[src/shared/t2c_defines.svh]
// Offsets, field positions, reset values and timing counts of timer 2.
// Assumes an 8-bit special function register port with byte addresses.
`ifndef T2C_DEFINES_SVH
`define T2C_DEFINES_SVH

// ****************************************
// Register offsets
// ****************************************
`define T2C_ADDR_CH1_LO 8'hc2
`define T2C_ADDR_CH1_HI 8'hc3
`define T2C_ADDR_CH2_LO 8'hc4
`define T2C_ADDR_CH2_HI 8'hc5
`define T2C_ADDR_CH3_LO 8'hc6
`define T2C_ADDR_CH3_HI 8'hc7
`define T2C_ADDR_CTRL 8'hc8
`define T2C_ADDR_MODE_EN 8'hc9
`define T2C_ADDR_RL_LO 8'hca
`define T2C_ADDR_RL_HI 8'hcb
`define T2C_ADDR_CNT_LO 8'hcc
`define T2C_ADDR_CNT_HI 8'hcd

// ****************************************
// Timer control fields
// ****************************************
`define T2C_BIT_PRESCALE 7
`define T2C_BIT_MASTER_DIV 6
`define T2C_BIT_WIDTH 5
`define T2C_BIT_RELOAD_HI 4
`define T2C_BIT_RELOAD_LO 3
`define T2C_BIT_CMP_MODE 2
`define T2C_BIT_INSEL_HI 1
`define T2C_BIT_INSEL_LO 0

// ****************************************
// Reset values and divider counts
// ****************************************
`define T2C_RST_BYTE 8'h00
`define T2C_RST_WORD 16'h0000
`define T2C_DIV_MASTER 5'd2
`define T2C_DIV_SLOW 5'd12
`define T2C_DIV_SLOWER 5'd24

`endif

[src/shared/t2c_pkg.sv]
// Types shared by the timer 2 compare/capture/reload unit.
// Assumes the defines header is included by the design files.
package t2c_pkg;

  // ****************************************
  // Enumerations
  // ****************************************
  typedef enum logic [1:0] {
    IN_STOP, IN_INTERNAL, IN_EVENT, IN_GATED
  } t2c_insel_e;

  typedef enum logic [1:0] {
    CH_OFF, CH_CAP_PIN, CH_COMPARE, CH_CAP_WRITE
  } t2c_chmode_e;

endpackage

[src/shared/t2c_ch_if.sv]
// Carrier between the timer core and one compare channel.
// Assumes both ends run on the same clock.
`timescale 1ns/1ps
`default_nettype none
interface t2c_ch_if;
  import t2c_pkg::*;
  logic [15:0] timer;
  logic [15:0] value;
  t2c_chmode_e mode;
  logic cmp_mode;
  logic narrow;
  logic overflow;
  logic latch_wr;
  logic latch_d;
  logic match;
  logic pin;
  logic level;
  modport chan (input timer, value, mode, cmp_mode, narrow, overflow,
    latch_wr, latch_d, output match, pin, level);
  modport core (output timer, value, mode, cmp_mode, narrow, overflow,
    latch_wr, latch_d, input match, pin, level);
endinterface
`default_nettype wire

[src/verilog/t2c_channel.sv]
// One compare channel: match detection, compare signal and port output.
// Assumes timer, value and controls come from flops on clk_i.
`timescale 1ns/1ps
`default_nettype none
`include "t2c_defines.svh"
module t2c_channel (
  input wire logic clk_i,
  input wire logic rst_i,
  t2c_ch_if.chan ch
);
  import t2c_pkg::*;

  logic eq_q, latch_q, match_q, pin_q, level_q;
  logic pin_d;
  wire cmp_en = (ch.mode == CH_COMPARE);
  wire [15:0] mask = ch.narrow ? 16'h00ff : 16'hffff;
  wire [15:0] val_m = ch.value & mask;
  wire [15:0] tim_m = ch.timer & mask;
  wire eq = cmp_en && (val_m == tim_m);
  // Only the first cycle of equality counts, a stalled timer repeats none
  wire hit = eq && !eq_q;

  // ****************************************
  // Output level
  // ****************************************
  always_comb begin
    pin_d = pin_q;
    if (!cmp_en) begin
      if (ch.latch_wr) pin_d = ch.latch_d;
    end else if (!ch.cmp_mode) begin
      if (hit) pin_d = 1'b1;
      else if (ch.overflow) pin_d = 1'b0;
    end else if (hit) begin
      pin_d = latch_q;
    end
  end

  always_ff @(posedge clk_i) begin
    if (rst_i) begin
      eq_q <= 1'b0;
      latch_q <= 1'b0;
      match_q <= 1'b0;
      pin_q <= 1'b0;
      level_q <= 1'b0;
    end else begin
      eq_q <= eq;
      if (ch.latch_wr) latch_q <= ch.latch_d;
      match_q <= hit;
      pin_q <= pin_d;
      level_q <= cmp_en && (val_m > tim_m);
    end
  end

  assign ch.match = match_q;
  assign ch.pin = pin_q;
  assign ch.level = level_q;
endmodule
`default_nettype wire

[src/verilog/t2c_timer2.sv]
// Timer 2 with one reload channel and three ordinary compare/capture
// channels, reached over the special function register port.
// Assumes pins are asynchronous and clk_i is the oscillator clock.
`timescale 1ns/1ps
`default_nettype none
`include "t2c_defines.svh"
module t2c_timer2 (
  input wire logic clk_i,
  input wire logic rst_i,
  input wire logic [7:0] sfr_addr_i,
  input wire logic sfr_wr_i,
  input wire logic [7:0] sfr_wdata_i,
  input wire logic sfr_rd_i,
  output logic [7:0] sfr_rdata_o,
  input wire logic count_gate_input_i,
  input wire logic ext_trigger_input_i,
  input wire logic reload_chan_capture_pin_i,
  input wire logic chan1_capture_pin_i,
  input wire logic chan2_capture_pin_i,
  input wire logic chan3_capture_pin_i,
  input wire logic ext_trigger_enable_i,
  input wire logic overflow_clr_i,
  input wire logic ext_trigger_clr_i,
  input wire logic [3:0] compare_irq_clr_i,
  input wire logic [3:0] port_latch_wr_i,
  input wire logic [3:0] port_latch_data_i,
  output logic overflow_flag_o,
  output logic ext_trigger_flag_o,
  output logic timer_irq_req_o,
  output logic [3:0] compare_interrupt_flag_o,
  output logic [3:0] compare_output_pin_o,
  output logic [3:0] compare_level_o
);
  import t2c_pkg::*;

  // ****************************************
  // Address decode
  // ****************************************
  // Channel 0 is the reload channel, 1 to 3 are the ordinary ones
  function automatic logic [7:0] chan_lo_addr(input int idx);
    case (idx)
      0: chan_lo_addr = `T2C_ADDR_RL_LO;
      1: chan_lo_addr = `T2C_ADDR_CH1_LO;
      2: chan_lo_addr = `T2C_ADDR_CH2_LO;
      default: chan_lo_addr = `T2C_ADDR_CH3_LO;
    endcase
  endfunction

  function automatic logic [7:0] chan_hi_addr(input int idx);
    case (idx)
      0: chan_hi_addr = `T2C_ADDR_RL_HI;
      1: chan_hi_addr = `T2C_ADDR_CH1_HI;
      2: chan_hi_addr = `T2C_ADDR_CH2_HI;
      default: chan_hi_addr = `T2C_ADDR_CH3_HI;
    endcase
  endfunction

  wire wr_ctrl = sfr_wr_i && (sfr_addr_i == `T2C_ADDR_CTRL);
  wire wr_mode = sfr_wr_i && (sfr_addr_i == `T2C_ADDR_MODE_EN);
  wire wr_cnt_lo = sfr_wr_i && (sfr_addr_i == `T2C_ADDR_CNT_LO);
  wire wr_cnt_hi = sfr_wr_i && (sfr_addr_i == `T2C_ADDR_CNT_HI);

  // ****************************************
  // Control registers
  // ****************************************
  logic [7:0] ctrl_q;
  logic [7:0] mode_en_q;

  always_ff @(posedge clk_i) begin
    if (rst_i) begin
      ctrl_q <= `T2C_RST_BYTE;
      mode_en_q <= `T2C_RST_BYTE;
    end else begin
      if (wr_ctrl) ctrl_q <= sfr_wdata_i;
      if (wr_mode) mode_en_q <= sfr_wdata_i;
    end
  end

  wire prescale_select = ctrl_q[`T2C_BIT_PRESCALE];
  wire master_divide_select = ctrl_q[`T2C_BIT_MASTER_DIV];
  wire data_width_select = ctrl_q[`T2C_BIT_WIDTH];
  wire reload_mode_hi = ctrl_q[`T2C_BIT_RELOAD_HI];
  wire reload_mode_lo = ctrl_q[`T2C_BIT_RELOAD_LO];
  wire compare_mode_select = ctrl_q[`T2C_BIT_CMP_MODE];
  wire [1:0] input_select = {ctrl_q[`T2C_BIT_INSEL_HI],
    ctrl_q[`T2C_BIT_INSEL_LO]};
  wire t2c_insel_e insel = t2c_insel_e'(input_select);
  wire reload_on_ovf = reload_mode_hi && !reload_mode_lo;
  wire reload_on_trig = reload_mode_hi && reload_mode_lo;

  // ****************************************
  // Pin synchronisers
  // ****************************************
  // Bits: 0 gate/event, 1 trigger, 2..5 capture pins of channels 0..3
  logic [5:0] meta_q;
  logic [5:0] sync_q;
  logic [5:0] prev_q;
  wire [5:0] pins_raw = {chan3_capture_pin_i, chan2_capture_pin_i,
    chan1_capture_pin_i, reload_chan_capture_pin_i,
    ext_trigger_input_i, count_gate_input_i};

  always_ff @(posedge clk_i) begin
    if (rst_i) begin
      meta_q <= 6'h00;
      sync_q <= 6'h00;
      prev_q <= 6'h00;
    end else begin
      meta_q <= pins_raw;
      sync_q <= meta_q;
      prev_q <= sync_q;
    end
  end

  wire [5:0] fall = prev_q & ~sync_q;
  wire [5:0] rise = ~prev_q & sync_q;
  wire gate_level = sync_q[0];
  wire trig_fall = fall[1];

  // ****************************************
  // Prescaler
  // ****************************************
  logic [4:0] pre_cnt_q;
  wire [4:0] div_n = master_divide_select ? `T2C_DIV_MASTER :
    (prescale_select ? `T2C_DIV_SLOWER : `T2C_DIV_SLOW);
  wire tick = (pre_cnt_q >= div_n - 5'd1);

  always_ff @(posedge clk_i) begin
    if (rst_i) begin
      pre_cnt_q <= 5'd0;
    end else if (tick) begin
      pre_cnt_q <= 5'd0;
    end else begin
      pre_cnt_q <= pre_cnt_q + 5'd1;
    end
  end

  // ****************************************
  // Count source
  // ****************************************
  // The edge is registered so the step lands one cycle after detection
  logic event_q;

  always_ff @(posedge clk_i) begin
    if (rst_i) begin
      event_q <= 1'b0;
    end else begin
      event_q <= fall[0];
    end
  end

  logic inc;

  always_comb begin
    case (insel)
      IN_STOP: inc = 1'b0;
      IN_INTERNAL: inc = tick;
      IN_EVENT: inc = event_q;
      IN_GATED: inc = tick && gate_level;
      default: inc = 1'b0;
    endcase
  end

  // ****************************************
  // Timer register
  // ****************************************
  logic [15:0] timer_q;
  logic [15:0] timer_d;
  logic [15:0] val_q [4];
  wire overflow = inc && (timer_q == 16'hffff);
  wire [15:0] reload_value = val_q[0];

  always_comb begin
    timer_d = timer_q;
    if (inc) timer_d = timer_q + 16'h0001;
    if (overflow && reload_on_ovf) timer_d = reload_value;
    if (trig_fall && reload_on_trig) timer_d = reload_value;
    // Software writes win so a preset is never lost to a step
    if (wr_cnt_lo) timer_d[7:0] = sfr_wdata_i;
    if (wr_cnt_hi) timer_d[15:8] = sfr_wdata_i;
  end

  always_ff @(posedge clk_i) begin
    if (rst_i) begin
      timer_q <= `T2C_RST_WORD;
    end else begin
      timer_q <= timer_d;
    end
  end

  // ****************************************
  // Flags
  // ****************************************
  logic ovf_flag_q;
  logic trig_flag_q;
  logic [3:0] cmp_flag_q;
  logic [3:0] match;
  wire trig_set = trig_fall && ext_trigger_enable_i;

  // Set wins over a clear arriving in the same cycle
  always_ff @(posedge clk_i) begin
    if (rst_i) begin
      ovf_flag_q <= 1'b0;
      trig_flag_q <= 1'b0;
      cmp_flag_q <= 4'h0;
    end else begin
      ovf_flag_q <= overflow || (ovf_flag_q && !overflow_clr_i);
      trig_flag_q <= trig_set || (trig_flag_q && !ext_trigger_clr_i);
      cmp_flag_q <= match | (cmp_flag_q & ~compare_irq_clr_i);
    end
  end

  // ****************************************
  // Channels
  // ****************************************
  // Ordinary pin captures sit one more cycle behind the reload channel
  logic [3:0] cap_dly_q;

  always_ff @(posedge clk_i) begin
    if (rst_i) begin
      cap_dly_q <= 4'h0;
    end else begin
      cap_dly_q <= {rise[5:3], 1'b0};
    end
  end

  wire [3:0] cap_evt = {cap_dly_q[3:1], fall[2]};

  for (genvar g = 0; g < 4; g++) begin : g_ch
    wire lo_hit = sfr_wr_i && (sfr_addr_i == chan_lo_addr(g));
    wire hi_hit = sfr_wr_i && (sfr_addr_i == chan_hi_addr(g));
    wire t2c_chmode_e mode = t2c_chmode_e'(mode_en_q[2*g+1:2*g]);
    wire cap_pin = (mode == CH_CAP_PIN) && cap_evt[g];
    wire cap_wr = (mode == CH_CAP_WRITE) && lo_hit;
    logic [15:0] val_d;

    always_comb begin
      val_d = val_q[g];
      if (cap_pin || cap_wr) begin
        val_d[7:0] = timer_q[7:0];
        // Narrow paths carry only the low byte
        if (!data_width_select) val_d[15:8] = timer_q[15:8];
      end else begin
        if (lo_hit) val_d[7:0] = sfr_wdata_i;
        if (hi_hit) val_d[15:8] = sfr_wdata_i;
      end
    end

    always_ff @(posedge clk_i) begin
      if (rst_i) begin
        val_q[g] <= `T2C_RST_WORD;
      end else begin
        val_q[g] <= val_d;
      end
    end

    t2c_ch_if chif ();
    assign chif.timer = timer_q;
    assign chif.value = val_q[g];
    assign chif.mode = mode;
    assign chif.cmp_mode = compare_mode_select;
    assign chif.narrow = data_width_select;
    assign chif.overflow = overflow;
    assign chif.latch_wr = port_latch_wr_i[g];
    assign chif.latch_d = port_latch_data_i[g];
    assign match[g] = chif.match;
    assign compare_output_pin_o[g] = chif.pin;
    assign compare_level_o[g] = chif.level;

    t2c_channel u_chan (
      .clk_i(clk_i),
      .rst_i(rst_i),
      .ch(chif.chan)
    );
  end

  // ****************************************
  // Register read port
  // ****************************************
  // One-cycle read latency; unmapped addresses read zero
  logic [7:0] rd_mux;
  logic [7:0] rdata_q;

  always_comb begin
    case (sfr_addr_i)
      `T2C_ADDR_CH1_LO: rd_mux = val_q[1][7:0];
      `T2C_ADDR_CH1_HI: rd_mux = val_q[1][15:8];
      `T2C_ADDR_CH2_LO: rd_mux = val_q[2][7:0];
      `T2C_ADDR_CH2_HI: rd_mux = val_q[2][15:8];
      `T2C_ADDR_CH3_LO: rd_mux = val_q[3][7:0];
      `T2C_ADDR_CH3_HI: rd_mux = val_q[3][15:8];
      `T2C_ADDR_CTRL: rd_mux = ctrl_q;
      `T2C_ADDR_MODE_EN: rd_mux = mode_en_q;
      `T2C_ADDR_RL_LO: rd_mux = val_q[0][7:0];
      `T2C_ADDR_RL_HI: rd_mux = val_q[0][15:8];
      `T2C_ADDR_CNT_LO: rd_mux = timer_q[7:0];
      `T2C_ADDR_CNT_HI: rd_mux = timer_q[15:8];
      default: rd_mux = 8'h00;
    endcase
  end

  always_ff @(posedge clk_i) begin
    if (rst_i) begin
      rdata_q <= 8'h00;
    end else if (sfr_rd_i) begin
      rdata_q <= rd_mux;
    end
  end

  assign sfr_rdata_o = rdata_q;
  assign overflow_flag_o = ovf_flag_q;
  assign ext_trigger_flag_o = trig_flag_q;
  assign timer_irq_req_o = ovf_flag_q || trig_flag_q;
  assign compare_interrupt_flag_o = cmp_flag_q;
endmodule
`default_nettype wire

[config.mk]
export PLATFORM = sky130hd
export DESIGN_NAME = t2c_timer2
export DESIGN_NICKNAME = d
export VERILOG_FILES = /design/src/shared/t2c_pkg.sv /design/src/shared/t2c_ch_if.sv /design/src/verilog/t2c_channel.sv /design/src/verilog/t2c_timer2.sv
export VERILOG_INCLUDE_DIRS = /design/src /design/src/shared
export SDC_FILE = /design/constraint.sdc
export NUM_CORES = 1
export LEC_CHECK = 0
export BUFFER_PORTS_ARGS = -buffer_cell sky130_fd_sc_hd__buf_2
export CAP_MARGIN = 20
export CORE_ASPECT_RATIO = 1.25
export CORE_MARGIN = 4
export CORE_UTILIZATION = 50
export DETAILED_ROUTE_END_ITERATION = 8
export GPL_TIMING_DRIVEN = 0
export HOLD_SLACK_MARGIN = 0.08
export PLACE_DENSITY_LB_ADDON = 0.3
export REMOVE_ABC_BUFFERS = 1
export SLEW_MARGIN = 10
export SYNTH_ARGS = -nofsm -noshare
export SYNTH_HDL_FRONTEND = slang
export SYNTH_HIERARCHICAL = 1
export SYNTH_SLANG_ARGS = --single-unit
[constraint.sdc]
create_clock -name clk_i -period 5.2 [get_ports clk_i]
set_input_delay 0.26 -clock clk_i [delete_from_list [all_inputs] [get_ports clk_i]]
set_output_delay 0.26 -clock clk_i [all_outputs]
set_load 0.01 [all_outputs]
==> out/results.txt, run 1 <==
PD cells: 241.5 nW/um^2
most frequent cell after synthesis: dfxtp_1
first-pass GRT wire length: 50.57 mm
die span in x: 136.3 um
register clock-pin slew on the reported worst setup and hold paths: 0.07 ns
Site Rows: 58
Nets: 1346
dpl hpwl: 22.34 mm
GR peak layer: met2
# fillers: 1914
Clock Latency Late Sink: 0.43 ns
Sw Share: 0.2449
Worst slew margin: 0.1921
Mean Syn Cell Area: 8.278 um^2
Logic pwr share: 0.062
CP bufs+invs: 0
DRT Wirelength: 32.66 mm
final setup vio count: 0
H-tree depth reported by CTS: 4
clock power share: 0.486
grt met2 use: 0.4624
CP max stage cell: dfxtp_1
core area: 20170 um^2
layout cells sized above 1: 0.1171
actual slew at the worst max-slew pin: 1.202 ns
CTS tree: yes
total of max-cap violations: 0
drt first-iter violations: 1192
Multi-input gate area: 6510 um^2
drt pass-1 iters: 5
CTS Buffer Depth: 2
GR Util met1: 0.3481
CTS sink cnt: 157
# diodes: 0
Mapped Cells: 1243
Pleak: 4.359 nW
initial antenna violation count: 0
vias: 9634
placed instance count: 1479
Peak Freq: 0.3151 GHz
Crit path max-delay family: compound AO/OA/AOI/OAI gates
final hold slack: 0.09490 ns
Cell Chain, Critical Path: ha_1, nand3_2, or3_1, a211oi_2, nand2b_1, a221oi_1, a311oi_1
grt met3 use: 0.04692
predominant post-synthesis flop cell: dfxtp_1
pre-CTS setup slack: 1.948 ns
Layout Cells excl Fill: 1517
fin crit period: 3.174 ns
total CTS buffers: 17
VDD IR max: 0.0002339 V
Largest stage delay, worst path: 0.80 ns
vias per cell: 6.351
Final Skew: 0.01132 ns
Die Area: 22950 um^2
# IOs: 64
Synth top cells by count: dfxtp_1 (157), nor2_1 (117), ha_1 (70), nor2b_1 (69), clkbuf_1 (67)
antenna-violating nets left: 0
Storage cell area: 3147 um^2
Synth top area share: 0.3054
internal power: 2.049 mW
GRT Util Overall: 0.2841
Fin. Hold Viols: 0
area grow syn2layout: 9.193%
Critical Path Source Type: flip-flop
RSZ-0062 raised after global routing: false
Async S/R FF share, synth: 0
Setup Fix Bufs, Post-CTS: 0
cell taking the most area after synthesis: dfxtp_1
number of flops mapped to enable cells by yosys: 0
register area share after synthesis: 0.3054
crit path DAT: 3.48 ns
CP max FO: 14
Netlist cell types: 79
period utilization: 0.6103
vias in the first global route: 8977
Die Ht: 168.4 um
Initial Utilization: 0.5100
max-slew violation count: 0
Post-Syn Area: 10290 um^2
setup ws final: 2.026 ns
routed len/inst: 21.53 um
Worst setup EP type: flip-flop
worst min path class: in2reg
CTS root buf: clkbuf_16
status: completed
Crit Path Category: reg2reg
GRT overflow: 0
WP data required: 5.50 ns
r2r setup slk: 2.03 ns
Ys Warns: 6
synth top area cells: dfxtp_1 (31%), ha_1 (8.5%), mux2i_1 (4.4%)
sequential fraction of design power: 0.451
Sw Pwr: 0.6644 mW
Port Buf Inserts: 63
Synth Register Bits: 157
Post-Route Setup TNS: 0 ns
largest net degree at the start of global routing: 96
# DRC: 0
gpl congestion: 1.007
layout by cell type (no fill, tap or decap), drive strengths merged, types with 5 or more instances in the layout:
cell type and instances:
a221oi 9, mux2 9, nor3b 12, o21a 11
o221a 8, dlygate4sd3 7, buf 65, o211ai 16
and2 9, nor4 20, and3 12, xor2 10
a311oi 14, nand3 44, o21ai 43, o31ai 7
nand4 31, a31oi 6, nand2 40, a21oi 63
nand2b 57, mux2i 45, ha 70, a211o 6
o32ai 5, a22o 5, dfxtp 157, a211oi 40
inv 59, a21o 10, or2 9, nand3b 10
nor2 119, a22oi 13, o2111ai 8, nor3 53
nor2b 69, clkbuf 18
flip-flops by register name (all words and copies together), names as in the netlist, 3 cells and up:
name	cells
prev_q	6
meta_q	6
g_ch.u_chan/ch.level	4
g_ch.u_chan/ch.pin	4
ctrl_q	8
g_ch.chif.timer	16
g_ch.u_chan/ch.match	4
sfr_rdata_o	8
g_ch.u_chan/eq_q	4
g_ch.u_chan/latch_q	4
compare_interrupt_flag_o	4
cap_dly_q	3
pre_cnt_q	5
sync_q	6
val_q	64
mode_en_q	8
worst min-delay path, stage by stage:
cell	delay (ns)
buf_2	0.09
nand3b_1	0.07
a21oi_1	0.06
layer usage:
layer  share of wire  wire length (um)  vias up
met3           0.069              2256      135
met2            0.47             15340      458
li1                -                 -     4526
met1            0.39             12800     4515
met5               0                 0        -
met4           0.069              2258        0
per-stage QoR:
stage            util  power (mW)  area [um^2]
5_1_grt        0.5569       2.793        11240
3_3_place_gp   0.5202       1.409        10500
2_1_floorplan       -       1.321         9842
3_5_place_dp   0.5229       1.412        10550
6_report       0.5569       2.713        11240
4_1_cts        0.5569       2.727        11240
cells by family (layout without fill, tap and decap cells):
logic type                 Yosys count  count (layout)  share of synthesized area
AOI/OAI and AO/OA                  291             291                     0.2000
xor gates and xnor gates            14              14                    0.01192
adders and majority gates           70              70                    0.08512
buffers and inverters              152             156                    0.06286
DFF                                157             157                     0.3054
muxes                               55              55                    0.05581
and+or+nand+nor                    504             504                     0.2788
power by group through the flow:
stage,registers [mW],clock network [mW],logic [mW]
finish,1.22,1.32,0.169
global route,1.23,1.39,0.180
CTS,1.22,1.34,0.165
detailed placement,1.25,0,0.160
global placement,1.25,0,0.156
floorplan,1.25,0,0.0712
final timing paths:
path | start | endpoint | cells after the start
worst max-delay path | g_ch[0].chif.timer[0]$_SDFFE_PP0P_ | g_ch[1].u_chan/ch.pin$_SDFFE_PP0P_ | 7
worst min-delay path | ext_trigger_enable_i | ext_trigger_flag_o$_SDFF_PP0_ | 3
worst max register to register | g_ch[0].chif.timer[0]$_SDFFE_PP0P_ | g_ch[1].u_chan/ch.pin$_SDFFE_PP0P_ | 7
worst min register to register | prev_q[3]$_SDFF_PP0_ | cap_dly_q[1]$_SDFF_PP0_ | 1
area by class of cell:
cell class	count	share of cell area
Multi-Input combinational cell	934	0.5794
Sequential cell	157	0.2801
Clock buffer	18	0.03909
Timing Repair Buffer	72	0.03797
Tap cell	270	0.03007
Inverter	53	0.01771
Clock inverter	13	0.01570
what timing repair did:
item                                   CTS  global route
hold buffers                             7             0
gates resized for setup                  0             0
endpoints found under the hold margin    7             0
(Power assumes the default switching activity.)
==> run 2, diff against run 1 <==
- ABC_AREA: unset -> 1
- clock period: 5.2 -> 3.26 ns (I/O delays scaled with it)
==> run 2 against run 1 <==
  * Count of clock-buffer cells in the layout did not move
  * Via count rose by 6.7%
  * First-iteration DRC count shrank 13%
  * Critical path type unchanged
  * Critical endpoint is now g_ch[0].chif.timer[0]$_SDFFE_PP0P_
  * Highest routed layer unchanged
==> out/results.txt, run 2 <==
predominant post-synthesis flop cell: dfxtp_1
Worst setup EP type: flip-flop
CTS tree: yes
max-slew violation count: 0 (unchanged)
Biggest register: val_q
Worst slew margin: 0.3791 (+0.1870)
period utilization: 0.9054 (+0.2951)
area grow syn2layout: 12.32%
die span in x: 135.1 um (-0.88%)
core area: 19680 um^2 (-2.4%)
Port Buf Inserts: 63 (unchanged)
CP max stage cell: dfxtp_1
vias in the first global route: 9656 (+7.6%)
CP max FO: 22 (+8)
Final Skew: 0.01447 ns (+0.003150 ns)
Mean Syn Cell Area: 6.408 um^2 (-23%)
Largest register FFs: 64 (unchanged)
Synth Register Bits: 157 (unchanged)
min-delay src: sfr_rd_i
reg2reg end: g_ch[0].chif.timer[0]$_SDFFE_PP0P_
Cell Chain, Critical Path: ha_1, nand3_2, nor2_2, nand3_2, nor2_2, nand3_2, nand2_2, nand2_1, o21ai_0, nor2_1, nor2_1, nor2_1
r2r worst-path depth: 12 (+5)
PD cells: 377.7 nW/um^2 (+56%)
largest net degree at the start of global routing: 49 (-49%)
# fillers: 1948 (+1.8%)
GRT overflow: 0 (unchanged)
CTS Buffer Depth: 2 (unchanged)
worst min path class: in2reg
first-pass GRT wire length: 50.97 mm (+0.79%)
RSZ-0062 raised after global routing: false
Crit Path Category: reg2reg
antenna-violating nets left: 0 (unchanged)
Die Area: 22550 um^2 (-1.8%)
# IOs: 64 (unchanged)
Clock Latency Late Sink: 0.44 ns (about the same)
Synth top cells by count: nand2_1 (405), inv_1 (240), nor2_1 (214), dfxtp_1 (157), o21ai_0 (115)
status: completed
DRT Wirelength: 32.95 mm (+0.91%)
Async S/R FF share, synth: 0 (unchanged)
GRT Util Overall: 0.2903 (+0.006188)
drt first-iter violations: 1034 (-13%)
gpl congestion: 1.011 (+0.46%)
most frequent cell after synthesis: nand2_1
total of max-cap violations: 0 (unchanged)
initial antenna violation count: 0 (unchanged)
commonest non-fill, non-tap cells in the layout: nand2_1 (405), inv_1 (239), nor2_1 (214)
r2r setup slk: 0.31 ns (-1.72 ns)
Mapped Cells: 1576 (+27%)
CTS sink cnt: 157 (unchanged)
Die Ht: 166.9 um (-0.89%)
crit path DAT: 3.25 ns (-0.23 ns)
VDD IR max: 0.0003312 V (+42%)
setup ws final: 0.3085 ns (-1.718 ns)
commonest non-fill, non-tap cell in the layout: nand2_1
Pleak: 5.438 nW (+25%)
synth top area cells: dfxtp_1 (31%), nand2_1 (15%), inv_1 (8.9%)
# DRC: 0 (unchanged)
hold path cells: 3 (unchanged)
number of flops mapped to enable cells by yosys: 0 (unchanged)
actual slew at the worst max-slew pin: 0.9301 ns (-0.2714 ns)
cell taking the most area after synthesis: dfxtp_1
register area share after synthesis: 0.3112 (+0.005790)
fin crit period: 2.952 ns (-0.2221 ns)
Cell Area, Placed: 10530 um^2 (-0.23%)
WP data required: 3.56 ns (-1.94 ns)
H-tree depth reported by CTS: 4 (unchanged)
Storage cell area: 3144 um^2 (about the same)
vias: 10.28k (+6.7%)
Nets: 1742 (+29%)
# diodes: 0 (unchanged)
pre-CTS setup slack: 0.2659 ns (-1.682 ns)
Largest stage delay, worst path: 0.74 ns (-0.06 ns)
Netlist cell types: 38 (-52%)
CP bufs+invs: 0 (unchanged)
Crit path max-delay family: simple AND/OR/NAND/NOR gates
Worst path depth: 12 (+5)
Site Rows: 57 (-1.7%)
Synth top area share: 0.3112 (+0.005790)
Fin. Hold Viols: 0 (unchanged)
CTS root buf: clkbuf_16
fin area: 11340 um^2 (+0.95%)
register clock-pin slew on the reported worst setup and hold paths: 0.07 ns (about the same)
Post-Syn Area: 10100 um^2 (-1.9%)
Initial Utilization: 0.5130 (+0.002984)
Critical Path Source Type: flip-flop
Setup Fix Bufs, Post-CTS: 0 (unchanged)
Multi-input gate area: 5718 um^2 (-12%)
vias per cell: 5.383 (-15%)
drt pass-1 iters: 6 (+1)
Min-Delay Endpoint: sfr_rdata_o[6]$_SDFFE_PP0P_
Peak Freq: 0.3388 GHz (+7.5%)
final setup vio count: 0 (unchanged)
routed len/inst: 17.26 um (-20%)
dpl hpwl: 23.41 mm (+4.8%)
Ys Warns: 6 (unchanged)
Worst R2R Start: g_ch[0].chif.timer[0]$_SDFFE_PP0P_
final core utilization: 0.5762 (+0.01928)
total power: 4.284 mW (+58%)
layout cells sized above 1: 0.1071 (-0.01003)
total CTS buffers: 17 (unchanged)
## run 2: cell count changes in the layout (fill, tap and decap cells not counted), moves of 41 or more
cell	change
o21ai_0	+78
inv_1	+186
nand2b_1	-57
nand2_1	+365
mux2i_1	-45
nor3_1	-41
nor2b_1	-69
nor2_1	+97
## run 2: worst reg2reg max path: stages, from the launching register on
cell and delay (ns):
dfxtp_1 0.74, ha_1 0.31, nand3_2 0.11, nor2_2 0.29, nand3_2 0.14, nor2_2 0.15, nand3_2 0.27, nand2_2 0.42
nand2_1 0.09, o21ai_0 0.09, nor2_1 0.07, nor2_1 0.09, nor2_1 0.05
## run 2: layout make-up
class / count / area share
inverters: 255 / 0.08450
clock buffers: 18 / 0.03784
clock inverters: 14 / 0.01544
repair buffers: 88 / 0.05163
flip-flops and latches: 157 / 0.2772
well taps: 265 / 0.02923
multi-input cells: 1112 / 0.5041
## run 2: report_power, final
group | switching [mW] | internal (mW) | total (mW)
clock network | 0.925 | 1.16 | 2.09
logic | 0.158 | 0.0850 | 0.243
registers | 0.0135 | 1.94 | 1.95
## run 2: how the worst max path moves through the flow
stage / start / endpoint
6_report: g_ch[0].chif.timer[0]$_SDFFE_PP0P_ / g_ch[0].chif.timer[0]$_SDFFE_PP0P_
5_1_grt: g_ch[0].chif.timer[0]$_SDFFE_PP0P_ / g_ch[0].chif.timer[9]$_SDFFE_PP0P_
4_1_cts: g_ch[0].chif.timer[1]$_SDFFE_PP0P_ / g_ch[0].chif.timer[0]$_SDFFE_PP0P_
3_5_place_dp: g_ch[0].chif.timer[1]$_SDFFE_PP0P_ / g_ch[0].chif.timer[0]$_SDFFE_PP0P_
3_3_place_gp: rst_i / val_q[0][0]$_SDFFE_PP0P_
2_1_floorplan: g_ch[0].chif.timer[1]$_SDFFE_PP0P_ / g_ch[0].chif.timer[10]$_SDFFE_PP0P_
## run 2: timing repair
action	in CTS	in global routing
endpoints found under the hold margin	16	0
hold buffers	21	0
resized for setup	0	1
endpoints found under the setup margin	0	1
## run 2: cells by family after synthesis
group,share of synthesized area
AOI/OAI and AO/OA,0.1494
DFF,0.3112
xor gates and xnor gates,0.01301
and+or+nand+nor,0.3171
adders and majority gates,0.08673
buffers and inverters,0.1225
## run 2: per-layer routing
metal | wire length, um | vias up | track usage
met2 | 15570 | 423 | 0.4866
met5 | 0 | - | 0
met3 | 2119 | 117 | 0.04104
met4 | 1931 | 0 | 0.1670
li1 | - | 5076 | -
met1 | 13330 | 4661 | 0.3525
## run 2: metrics by stage
stage / hold WS (ns) / instances / TNS (ns)
finish: 0.1050 / 1909 / 0
global route: 0.1095 / 1909 / 0
CTS: 0.08670 / 1909 / 0
detailed placement: 0.3730 / 1856 / 0
global placement: 0.3612 / 1852 / -0.2913
floorplan: 0.2321 / 1524 / 0
==> run 3, diff against run 2 <==
- CORE_UTILIZATION: 50 -> 45
- TNS_END_PERCENT: unset -> 10
==> run 3 against run 2 <==
  * Design area grew 0.23%
  * Die area increased by 11%
  * Clock power shrank 4%
  * Cell count is 1.0% higher
  * Combinational power about the same
  * Utilization decreased by 6.3 points
  * Worst setup slack got worse by 0.035 ns
  * Fmax decreased by 1.2%
  * Global-route usage is 3.4 points lower
  * Critical path depth decreased by 1
==> out/results.txt, run 3 (synthesis results as in run 2) <==
Nets: 1743 (+0.057%)
CTS sink cnt: 157 (unchanged)
CTS root buf: clkbuf_16
# diodes: 0 (unchanged)
die span in x: 142.0 um (+5.1%)
total power: 4.206 mW (-1.8%)
worst min path class: in2reg
Peak Freq: 0.3349 GHz (-1.2%)
Final Skew: 0.01696 ns (+0.002493 ns)
Biggest register: val_q
DRT Wirelength: 32.42 mm (-1.6%)
Post-Route Setup TNS: 0 ns (unchanged)
CTS Buffer Depth: 2 (unchanged)
Cell Area, Placed: 10560 um^2 (+0.33%)
dpl hpwl: 23.41 mm (about the same)
Pleak: 5.437 nW (about the same)
largest net degree at the start of global routing: 46 (-6.1%)
r2r worst-path depth: 11 (-1)
CTS tree: yes
routed len/inst: 16.81 um (-2.6%)
commonest non-fill, non-tap cells in the layout: nand2_1 (405), inv_1 (239), nor2_1 (214)
antenna-violating nets left: 0 (unchanged)
placed instance count: 1874 (+0.97%)
total CTS buffers: 17 (unchanged)
WP data required: 3.59 ns (+0.03 ns)
initial antenna violation count: 0 (unchanged)
min-delay src: rst_i
period utilization: 0.9160 (+0.01058)
Largest register FFs: 64 (unchanged)
# fillers: 2217 (+14%)
core area: 22130 um^2 (+12%)
Clock Latency Late Sink: 0.44 ns (about the same)
Die Ht: 175.5 um (+5.2%)
GRT Util Overall: 0.2565 (-0.03378)
drt pass-1 iters: 7 (+1)
gpl congestion: 0.9987 (-1.2%)
hold path cells: 2 (-1)
H-tree depth reported by CTS: 4 (unchanged)
setup ws final: 0.2740 ns (-0.03451 ns)
first-pass GRT wire length: 49.78 mm (-2.3%)
Worst R2R Start: g_ch[0].chif.timer[3]$_SDFFE_PP0P_
# IOs: 64 (unchanged)
vias per cell: 5.280 (-1.9%)
# DRC: 0 (unchanged)
fin area: 11370 um^2 (+0.23%)
area grow syn2layout: 12.58%
fin crit period: 2.986 ns (+0.03451 ns)
Fin. Hold Viols: 0 (unchanged)
crit path DAT: 3.31 ns (+0.06 ns)
Min-Delay Endpoint: compare_interrupt_flag_o[2]$_SDFF_PP0_
vias: 10.18k (-0.94%)
Crit Path Category: reg2reg
CP max FO: 22 (unchanged)
Port Buf Inserts: 63 (unchanged)
Critical Path Source Type: flip-flop
reg2reg end: g_ch[0].chif.timer[7]$_SDFFE_PP0P_
r2r setup slk: 0.27 ns (-0.03 ns)
actual slew at the worst max-slew pin: 0.9825 ns (+0.05233 ns)
Worst slew margin: 0.3441 (-0.03493)
VDD IR max: 0.0003836 V (+16%)
Layout Cells excl Fill: 1928 (+1.0%)
status: completed
Worst setup EP type: flip-flop
Die Area: 24920 um^2 (+11%)
final setup vio count: 0 (unchanged)
final core utilization: 0.5136 (-0.06259)
layout cells sized above 1: 0.1076 (+0.0005428)
vias in the first global route: 9568 (-0.91%)
RSZ-0062 raised after global routing: false
PD cells: 370.0 nW/um^2 (-2.0%)
Site Rows: 61 (+7.0%)
drt first-iter violations: 962 (-7.0%)
GRT overflow: 0 (unchanged)
final hold slack: 0.1658 ns (+0.06077 ns)
max-slew violation count: 0 (unchanged)
commonest non-fill, non-tap cell in the layout: nand2_1
total of max-cap violations: 0 (unchanged)
register clock-pin slew on the reported worst setup and hold paths: 0.07 ns (about the same)
Initial Utilization: 0.4562 (-0.05678)
pre-CTS setup slack: 0.2343 ns (-0.03160 ns)
==> run 3: how the worst max path moves through the flow <==
stage	startpoint	endpoint	cells after the start
3_3_place_gp	rst_i	val_q[0][0]$_SDFFE_PP0P_	4
6_report	g_ch[0].chif.timer[3]$_SDFFE_PP0P_	g_ch[0].chif.timer[7]$_SDFFE_PP0P_	11
3_5_place_dp	g_ch[0].chif.timer[0]$_SDFFE_PP0P_	g_ch[0].chif.timer[7]$_SDFFE_PP0P_	12
2_1_floorplan	g_ch[0].chif.timer[1]$_SDFFE_PP0P_	g_ch[0].chif.timer[10]$_SDFFE_PP0P_	12
5_1_grt	g_ch[0].chif.timer[3]$_SDFFE_PP0P_	g_ch[0].chif.timer[0]$_SDFFE_PP0P_	11
4_1_cts	g_ch[0].chif.timer[0]$_SDFFE_PP0P_	g_ch[0].chif.timer[7]$_SDFFE_PP0P_	12
==> run 3: final cells by class <==
cell class | instances | area, um^2 | area share
inverters | 255 | 958.4 | 0.08431
well taps | 283 | 354.1 | 0.03115
repair buffers | 89 | 608.1 | 0.05349
multi-input cells | 1112 | 5718 | 0.5030
flip-flops and latches | 157 | 3146 | 0.2767
clock buffers | 19 | 442.9 | 0.03896
clock inverters | 13 | 141.4 | 0.01244
==> run 3: worst max-delay path: stages (launching register included) <==
cell and delay [ns]:
dfxtp_1 0.97, nand3_2 0.20, nor2_2 0.32, nand3_2 0.14, nor2_2 0.14, nand3_2 0.28
nand2_2 0.42, nand2_1 0.11, nand3_1 0.11, nand3_1 0.07, nand2_1 0.06, inv_1 0.04
==> run 3: repair_timing <==
action	in CTS	in global routing
endpoints found under the hold margin	17	0
hold buffers	22	0
resized for setup	0	2
setup endpoints to repair	0	10
setup buffers	0	0
==> run 3: metal layers <==
layer | wire [um] | global-route usage | share of wire | vias to the layer above
li1 | - | - | - | 5076
met4 | 1789 | 0.1400 | 0.055 | 0
met1 | 12820 | 0.3038 | 0.40 | 4610
met3 | 2210 | 0.03459 | 0.068 | 100
met2 | 15590 | 0.4441 | 0.48 | 394
met5 | 0 | 0 | 0 | -
==> run 3: report_power, final <==
part           switching [mW]  internal, mW
sequential             0.0126          1.94
clock                   0.905          1.10
combinational           0.158        0.0859
